### config.mk
export PLATFORM = sky130hd
export DESIGN_NAME = lpms_sequencer
export DESIGN_NICKNAME = d
export VERILOG_FILES = /design/src/lpms_pkg.sv /design/src/lpms_sequencer.sv
export VERILOG_INCLUDE_DIRS = /design/src
export SDC_FILE = /design/constraint.sdc
export NUM_CORES = 1
export LEC_CHECK = 0
export BUFFER_PORTS_ARGS = -buffer_cell sky130_fd_sc_hd__buf_4
export CORE_MARGIN = 3
export CORE_UTILIZATION = 40
export CTS_CLUSTER_SIZE = 40
export DETAILED_ROUTE_END_ITERATION = 16
export GPL_ROUTABILITY_DRIVEN = 0
export PLACE_DENSITY = 0.59
export SLEW_MARGIN = 10
export SYNTH_ARGS = -nofsm -noshare
export SYNTH_HDL_FRONTEND = slang
export SYNTH_SLANG_ARGS = --single-unit
### constraint.sdc
create_clock -name core_clk_i -period 5.93 [get_ports core_clk_i]
set_clock_uncertainty 0.05 [all_clocks]
set_input_delay 0.2965 -clock core_clk_i [delete_from_list [all_inputs] [get_ports core_clk_i]]
set_output_delay 0.2965 -clock core_clk_i [all_outputs]
set_load 0.01 [all_outputs]
### src/lpms_regs.svh
// Constants of the low-power mode sequencer: timing counts and reset values
// Assumes a 200 MHz core clock; included by the package user files
`ifndef LPMS_REGS_SVH
`define LPMS_REGS_SVH
`define LPMS_CLK_PERIOD_NS 5
`define LPMS_STAB_TIME_US 1000
`define LPMS_STAB_CYCLES ((`LPMS_STAB_TIME_US * 1000) / `LPMS_CLK_PERIOD_NS)
`define LPMS_FRAME_TIME_US 7812
`define LPMS_FRAME_CYCLES ((`LPMS_FRAME_TIME_US * 1000) / `LPMS_CLK_PERIOD_NS)
`define LPMS_CNT_W 24
`define LPMS_RAM_VALID_RST 1'h0
`define LPMS_GATE_RUN 2'h0
`define LPMS_GATE_STOP 2'h1
`define LPMS_GATE_RESET 2'h2
`endif

### src/lpms_pkg.sv
// Types of the low-power mode sequencer
// Assumes lpms_regs.svh is included alongside
package lpms_pkg;
  typedef enum logic [2:0] {
    LPMS_ACTIVE,
    LPMS_STANDBY,
    LPMS_STOP,
    LPMS_WATCH,
    LPMS_SUBACTIVE,
    LPMS_WAKE
  } lpms_mode_t;
  typedef struct packed {
    logic [1:0] cpu;
    logic [1:0] timer_a;
    logic [1:0] timer_bcd;
    logic [1:0] serial;
    logic [1:0] adc;
    logic [1:0] lcd;
    logic [1:0] tone;
  } lpms_gate_t;
  typedef struct packed {
    logic main_osc_en;
    logic sub_osc_en;
    logic ports_hiz;
    logic ports_hold;
    logic serial_irq_en;
  } lpms_clk_t;
endpackage

### src/lpms_sequencer.sv
// Operating-mode sequencer: active, standby, stop, watch, subactive
// Assumes synchronous mode strobes from the CPU core and interrupt logic
// What this block does
// - Five modes; subactive enabled by build option
// - Active mode runs everything on main oscillator
// - Standby instruction in active enters standby
// - Standby and watch hold ports and state
// - Standby exits on reset or any interrupt
// - Wake services interrupt only if enabled
// - Stop with watch select clear halts main
// - Subclock stop bit halts sub oscillator in stop
// - Stop exits on reset or stop cancel pin
// - Stop resets peripherals, ports high impedance
// - RAM intact after stop, registers not
// - Watch entered by stop or subactive instruction
// - Watch runs only timer A and LCD
// - Watch stops serial and raises no serial interrupt
// - Watch wake goes active or subactive by flag
// - Watch wake delay per interrupt source
// - Subactive entered from watch; main oscillator off
// - Subactive direct transfer instruction goes active
// - Direct flag accepted only in subactive
// - Cancel pin ignored outside stop; RAM flag
// - Instruction is no-op with pending disabled interrupt
// - Subactive runs all but converter and tone on subclock
`timescale 1ns/10ps
`include "lpms_regs.svh"
module lpms_sequencer
  import lpms_pkg::*;
#(
  parameter bit SUBACTIVE_EN = 1'b1,
  parameter int STAB_CYCLES = `LPMS_STAB_CYCLES,
  parameter int FRAME_CYCLES = `LPMS_FRAME_CYCLES
)
(
  input wire logic core_clk_i,
  input wire logic reset_i,
  input wire logic standby_instruction_i,
  input wire logic stop_instruction_i,
  input wire logic watch_select_bit_i,
  input wire logic subclock_stop_bit_i,
  input wire logic low_speed_flag_i,
  input wire logic direct_transfer_set_i,
  input wire logic global_interrupt_enable_i,
  input wire logic irq_pending_i,
  input wire logic timer_a_irq_i,
  input wire logic external_interrupt_zero_i,
  input wire logic stop_cancel_pin_i,
  output lpms_mode_t mode_o,
  output lpms_gate_t gate_o,
  output lpms_clk_t clk_ctrl_o,
  output logic ram_valid_flag_o,
  output logic direct_transfer_flag_o,
  output logic cpu_restart_o,
  output logic instr_nop_o,
  output logic irq_service_o
);
  lpms_mode_t mode;
  lpms_mode_t next_mode;
  lpms_mode_t wake_target;
  logic [`LPMS_CNT_W-1:0] wait_cnt;
  logic [`LPMS_CNT_W-1:0] next_wait;
  logic instr;
  logic blocked;
  lpms_gate_t next_gate;
  lpms_clk_t next_clk;

  assign instr = standby_instruction_i | stop_instruction_i;
  assign blocked = !global_interrupt_enable_i && irq_pending_i;

  // Mode transitions
  always_comb
  begin
    next_mode = mode;
    next_wait = '0;
    unique case (mode)
      LPMS_ACTIVE:
      begin
        if (stop_instruction_i && !blocked)
          next_mode = watch_select_bit_i ? LPMS_WATCH : LPMS_STOP;
        else if (standby_instruction_i && !blocked)
          next_mode = LPMS_STANDBY;
      end
      LPMS_STANDBY:
      begin
        if (irq_pending_i)
          next_mode = LPMS_ACTIVE;
      end
      LPMS_STOP:
      begin
        if (stop_cancel_pin_i)
          next_mode = LPMS_ACTIVE;
      end
      LPMS_WATCH:
      begin
        if (timer_a_irq_i || external_interrupt_zero_i)
        begin
          if (low_speed_flag_i && SUBACTIVE_EN)
            next_mode = LPMS_SUBACTIVE;
          else
          begin
            next_mode = LPMS_WAKE;
            next_wait = external_interrupt_zero_i ?
              `LPMS_CNT_W'(FRAME_CYCLES + STAB_CYCLES) : `LPMS_CNT_W'(STAB_CYCLES - 1);
          end
        end
      end
      LPMS_SUBACTIVE:
      begin
        if (instr && !blocked)
        begin
          if (direct_transfer_flag_o && !low_speed_flag_i)
          begin
            next_mode = LPMS_WAKE;
            next_wait = `LPMS_CNT_W'(STAB_CYCLES - 1);
          end
          else
            next_mode = LPMS_WATCH;
        end
      end
      LPMS_WAKE:
      begin
        next_wait = wait_cnt - `LPMS_CNT_W'(1);
        if (wait_cnt == '0)
          next_mode = LPMS_ACTIVE;
      end
      default:
        next_mode = LPMS_ACTIVE;
    endcase
  end

  always_ff @(posedge core_clk_i or posedge reset_i)
  begin
    if (reset_i)
    begin
      mode <= LPMS_ACTIVE;
      wait_cnt <= '0;
    end
    else
    begin
      mode <= next_mode;
      wait_cnt <= next_wait;
    end
  end
  assign mode_o = mode;

  // Gating vector derived from the next mode so it changes with the mode
  always_comb
  begin
    next_gate = '{default: `LPMS_GATE_RUN};
    next_clk = '{main_osc_en: 1'b1, sub_osc_en: 1'b1, ports_hiz: 1'b0,
                 ports_hold: 1'b0, serial_irq_en: 1'b1};
    unique case (next_mode)
      LPMS_ACTIVE:
        next_clk = next_clk;
      LPMS_STANDBY:
      begin
        next_gate.cpu = `LPMS_GATE_STOP;
        next_gate.tone = `LPMS_GATE_STOP;
        next_clk.ports_hold = 1'b1;
      end
      LPMS_STOP:
      begin
        next_gate = '{default: `LPMS_GATE_RESET};
        next_clk.main_osc_en = 1'b0;
        next_clk.sub_osc_en = !subclock_stop_bit_i;
        next_clk.ports_hiz = 1'b1;
        next_clk.serial_irq_en = 1'b0;
      end
      LPMS_WATCH, LPMS_WAKE:
      begin
        next_gate.cpu = `LPMS_GATE_STOP;
        next_gate.timer_bcd = `LPMS_GATE_STOP;
        next_gate.serial = `LPMS_GATE_STOP;
        next_gate.adc = `LPMS_GATE_STOP;
        next_gate.tone = `LPMS_GATE_RESET;
        next_clk.main_osc_en = (next_mode == LPMS_WAKE);
        next_clk.ports_hold = 1'b1;
        next_clk.serial_irq_en = 1'b0;
      end
      LPMS_SUBACTIVE:
      begin
        next_gate.adc = `LPMS_GATE_STOP;
        next_gate.tone = `LPMS_GATE_RESET;
        next_clk.main_osc_en = 1'b0;
      end
      default:
        next_clk = next_clk;
    endcase
  end

  always_ff @(posedge core_clk_i or posedge reset_i)
  begin
    if (reset_i)
    begin
      gate_o <= '{default: `LPMS_GATE_RUN};
      clk_ctrl_o <= '{main_osc_en: 1'b1, sub_osc_en: 1'b1, ports_hiz: 1'b0,
                      ports_hold: 1'b0, serial_irq_en: 1'b1};
    end
    else
    begin
      gate_o <= next_gate;
      clk_ctrl_o <= next_clk;
    end
  end

  // RAM valid flag
  always_ff @(posedge core_clk_i or posedge reset_i)
  begin
    if (reset_i)
      ram_valid_flag_o <= `LPMS_RAM_VALID_RST;
    else if (mode == LPMS_STOP && stop_cancel_pin_i)
      ram_valid_flag_o <= 1'b1;
  end

  // Direct transfer flag
  always_ff @(posedge core_clk_i or posedge reset_i)
  begin
    if (reset_i)
      direct_transfer_flag_o <= 1'b0;
    else if (mode == LPMS_ACTIVE)
      direct_transfer_flag_o <= 1'b0;
    else if (mode == LPMS_SUBACTIVE && direct_transfer_set_i)
      direct_transfer_flag_o <= 1'b1;
  end

  // CPU strobes
  always_ff @(posedge core_clk_i or posedge reset_i)
  begin
    if (reset_i)
    begin
      cpu_restart_o <= 1'b0;
      instr_nop_o <= 1'b0;
      irq_service_o <= 1'b0;
    end
    else
    begin
      cpu_restart_o <= (mode == LPMS_STOP) && stop_cancel_pin_i;
      instr_nop_o <= instr && blocked &&
                     (mode == LPMS_ACTIVE || mode == LPMS_SUBACTIVE);
      irq_service_o <= (mode == LPMS_STANDBY) && irq_pending_i &&
                       global_interrupt_enable_i;
    end
  end
endmodule

# After elaboration in Yosys (flattened, before gate mapping)
# Index checks and enable logic that the tools add are counted.
[op_classes] reduce_logical=26 n_mux=28 n_bitwise=1 addsub=1 eq_ne=10
[op_table] cell="$pmux W24 S3" n=1
[op_table] cell="$mux W21" n=3
[op_table] cell="$mux W18" n=2
[op_table] cell="$logic_not A24 Y1" n=1
[op_table] cell="$mux W3" n=8
[op_table] cell="$sub A24 B1 Y24 const B" n=1
[op_table] cell="$pmux W3 S6" n=1
[op_table] cell="$eq A3 B2 Y1 const B" n=4
[op_table] cell="$eq A3 B3 Y1 const B" n=4
[op_table] cell="$pmux W2 S2" n=3
[op_table] cell="$logic_and A1 B1 Y1" n=11
[op_table] cell="$reduce_or A3 Y1" n=3
[op_table] cell="$pmux W4 S2" n=1
[op_table] cell="$eq A3 B1 Y1 const B" n=2
[op_table] cell="$mux W1" n=6
[op_table] cell="$logic_not A1 Y1" n=4
[op_table] cell="$mux W2" n=2
[op_table] cell="$reduce_or A2 Y1" n=2
[op_table] cell="$reduce_or A4 Y1" n=1
[op_table] cell="$logic_not A3 Y1" n=1
[op_table] cell="$logic_or A1 B1 Y1" n=2
[op_table] cell="$pmux W1 S2" n=1
[op_table] cell="$reduce_bool A2 Y1" n=1
[op_table] cell="$or A1 B1 Y1" n=1
[totals] register_bits=49 word_cells=84

# Longest topological paths before layout
[logic_depth] depth_word=10 depth_mapped=7

# Worst setup path after synthesis
# Ideal clock, no wire load.
[synth_path] path_kind="register to register" startpoint="register wait_cnt[5]" endpoint="register clk_ctrl_o[3] (netlist bit)" path_buffers=0 slack_ps=3704 path_stages_with_launch=6 setup_ps=88 arrival_time_ps=2088 required_ps=5792 cell_sequence="dfrtp_1 or4_4 nor4_4 a41oi_2 nand2b_4 or3b_1"
[synth_lines] item="start, declared" line_no="lpms_sequencer.sv:61" text="logic [`LPMS_CNT_W-1:0] wait_cnt;"
[synth_lines] item="start signal, assigned" line_no="lpms_sequencer.sv:142" text="wait_cnt <= next_wait;"
[synth_lines] item="end signal, assigned" line_no="lpms_sequencer.sv:197" text="clk_ctrl_o <= '{main_osc_en: 1'b1, sub_osc_en: 1'b1, ports_hiz: 1'b0,"
[synth_lines] item="end signal, assigned" line_no="lpms_sequencer.sv:203" text="clk_ctrl_o <= next_clk;"
[synth_lines] item="end, declared" line_no="lpms_sequencer.sv:51" text="output lpms_clk_t clk_ctrl_o,"

==> metrics.log <==
INFO  metric setup.worst_path.class = register to register
INFO  metric layout.cells.most_common_list = 41 x dfrtp_1, 38 x buf_4, 25 x nor2_1
INFO  metric grt.met1_usage = 0.204
INFO  metric floorplan.die.height = 77.8 um
INFO  metric power.density_cell_area = around 590 nW/um^2
INFO  metric drive_gt1_frac = 0.245
INFO  metric timing_worst_slew_pin_value = ~0.89 ns
INFO  metric via_count = 1509
INFO  metric syn_area_per_cell = 10.3 sq um
INFO  metric finalCriticalPeriod = around 2.4 ns
INFO  metric met2_usage_in_global_routing = 0.223
INFO  metric grt_pass1_wl = 7160 um
INFO  metric route.detailed.wl_per_inst = 13.1 um
INFO  metric outcome = finished clean
INFO  metric grt_max_degree = 45
INFO  metric total_leakage_power = around 1.2 nW
INFO  metric max-cap-violations = 0
INFO  metric grt_usage = 0.147
INFO  metric first_pass_detailed_route_iteration_total = 4
INFO  metric cts.hold.buffers_added = 0
INFO  metric worst_slack = about 3.5 ns
INFO  metric clockRootBuffer = clkbuf_8
INFO  metric maxClockFrequency = between 0.4 and 0.5 GHz
INFO  metric drt_first_iter_violations = 61
INFO  metric synth_compound_area_frac = 0.115
INFO  metric post-dp-hpwl = 2760 um
INFO  metric core.rowCount = 25
INFO  metric required = ~6.1 ns
INFO  metric placement_setup_slack = 3.51 ns
INFO  metric max_slew_margin = 0.404
INFO  metric yosysSeqAreaShare = 0.536
INFO  metric timing.final.hold_violations = 0
INFO  metric layout_worst_path_cycle_share = 0.408
INFO  metric setup_total_negative_slack = 0 ns
INFO  metric synthesis.area = 2060 sq um
INFO  metric grt_use_met3 = 0.0348
INFO  metric synthAdderAreaFrac = 0.00607
INFO  metric setup_repair_after_global_routing_missed_its_margin = no
INFO  metric final_common_cell = dfrtp_1
INFO  metric capturing_point_of_the_worst_reg2reg_path = clk_ctrl_o[3]$_DFF_PP1_
INFO  metric min_path_type = input port to asynchronous set/reset pin
INFO  metric timing.critical_path.from_type = register
INFO  metric critical_path.reg2reg.startpoint = wait_cnt[5]$_DFF_PP0_
INFO  metric clock_tree.htree_level_count = 2
INFO  metric power.ir.vdd_worst = 241 uV
INFO  metric main_combinational_cell_family_by_area_after_synthesis = simple AND/OR/NAND/NOR gates
INFO  metric tritoncts = done
INFO  metric synth-warning-count = 0
INFO  metric reg2reg_slack = 3.51 ns
INFO  metric synth.area.mux_share = 0
INFO  metric p_r_area_growth_vs_syn = 20.6%
INFO  metric sink_count = 44
INFO  metric pin_count = 40
INFO  metric crit_path_max_fanout = 8
INFO  metric antenna_violations_before_repair = 0
INFO  metric cts.reportedPaths.clkPinSlew = 0.08 ns
INFO  metric syn-instance-count = 200
INFO  metric grt_pass1_vias = 1536
INFO  metric die_w = 77.8 um
INFO  metric globalRouteOverflowTotal = 0
INFO  metric post_cts_resized = 0
INFO  metric postSynth.asyncResetShare = 1.00
INFO  metric fillCellCount = 465
INFO  metric synth_edf_count = 0
INFO  metric worst_setup_path_end_kind = register
INFO  metric route.antenna.remaining_nets = 0
INFO  metric finalSetupViolations = 0
INFO  metric clk_path_buf_depth = 2
INFO  metric portBuffers = 37
INFO  metric antenna_cells = 0
INFO  metric fp.dieArea = 6050 sq um
INFO  metric ys_types = 42
INFO  metric synthXorXnorAreaFrac = 0.0807
INFO  metric insertion_delay = ~0.30 ns
INFO  metric yosys_register_bits = 44
INFO  metric finalNetCount = 250
INFO  metric globalRoute.busiestLayer = met2
INFO  metric cts-buffers-inserted = 5
INFO  metric drc_errors = 0
INFO  metric cell_depth_of_the_worst_flop_to_flop_path = 5
INFO  metric max_slew_violation_count = 0
INFO  metric floorplan.initialDensity = 0.425
INFO  metric post_cts_buffers = 0
INFO  metric viasPerCell = 4.96
INFO  metric wirelength = 4000 um
INFO  metric critical_path_arrival = 2.59 ns
INFO  metric yosys.area_share.simple = 0.218
INFO  metric synthFlopType = dfrtp_1
INFO  metric fp.coreArea = 4850 sq um
-- cell families after synthesis --
logic type / Yosys count
simple gates: 81
flops: 44
compound gates: 38
xor+xnor: 19
buf+inv: 16
fa+ha+maj: 1
other cells: 1
-- critical path: stages (launching register included) --
cell,delay [ns]
dfrtp_1,0.43
or4_4,0.54
nor4_4,0.47
a41oi_2,0.26
nand2b_4,0.23
or3b_1,0.37
-- metal layers --
layer	vias up	routed length, um
met5	-	0
met4	0	54
met3	7	174
met1	709	1890
met2	34	1880
li1	759	-
-- registers in the layout (all words and copies together), names as in the netlist --
register                count
ram_valid_flag_o            1
direct_transfer_flag_o      1
instr_nop_o                 1
clk_ctrl_o                  3
wait_cnt                   24
mode_o                      3
irq_service_o               1
cpu_restart_o               1
gate_o                      9
-- where the power goes --
part	leakage [nW]	internal (mW)	total, mW	switching (mW)
Clock	0.0548	0.127	0.231	0.104
Combinational	0.600	0.358	0.770	0.412
Sequential	0.583	0.387	0.461	0.0748
-- stage by stage --
stage               instance area [sq um]  total power, mW  hold slack (ns)   util  std cells
CTS                                  2490             1.48           0.0871  0.513        304
finish                               2490             1.46           0.0710  0.513        304
floorplan                            2070             1.05            0.359      -        201
global route                         2490             1.61            0.119  0.513        304
detailed placement                   2370             1.24            0.405  0.489        296
global placement                     2370             1.25            0.409  0.489        296
-- worst max-delay path by stage --
| stage | start | end | slack (ns) | cells past startpoint |
|---|---|---|---|---|
| after floorplan | wait_cnt[5]$_DFF_PP0_ | clk_ctrl_o[3]$_DFF_PP1_ | 3.70 | 5 |
| after global placement | wait_cnt[5]$_DFF_PP0_ | clk_ctrl_o[3]$_DFF_PP1_ | 3.55 | 5 |
| after detailed placement | wait_cnt[5]$_DFF_PP0_ | clk_ctrl_o[3]$_DFF_PP1_ | 3.51 | 5 |
| after CTS | wait_cnt[5]$_DFF_PP0_ | clk_ctrl_o[3]$_DFF_PP1_ | 3.51 | 5 |
| after global routing | wait_cnt[0]$_DFF_PP0_ | wait_cnt[14]$_DFF_PP0_ | 3.31 | 7 |
| final | wait_cnt[5]$_DFF_PP0_ | clk_ctrl_o[3]$_DFF_PP1_ | 3.51 | 5 |
-- area by class of cell --
class,instances,area (sq um),share of cell area
flip-flops and latches,44,1100,0.444
multi-input cells,141,875,0.352
repair buffers,38,285,0.115
well taps,67,83.8,0.0337
clock buffers,5,68.8,0.0277
clock inverters,3,46.3,0.0186
inverters,6,22.5,0.00906
-- cell usage after synthesis, drive strengths merged (2+ instances only) --
master | number | share of area
a41oi | 2 | 0.012
nand2 | 12 | 0.022
nand3b | 3 | 0.011
dfrtp | 41 | 0.50
nor3b | 3 | 0.013
or2 | 3 | 0.0091
xor2 | 11 | 0.047
nand3 | 4 | 0.0097
or4 | 5 | 0.022
nor2 | 25 | 0.046
xnor2 | 8 | 0.034
or3 | 3 | 0.0091
nor4 | 5 | 0.022
o21ai | 19 | 0.046
inv | 6 | 0.011
nor3 | 8 | 0.019
buf | 7 | 0.025
nor2b | 2 | 0.0061
dfstp | 3 | 0.038
nand2b | 6 | 0.022
a21oi | 6 | 0.015
clkbuf | 3 | 0.0055
(Power assumes the default switching activity.)
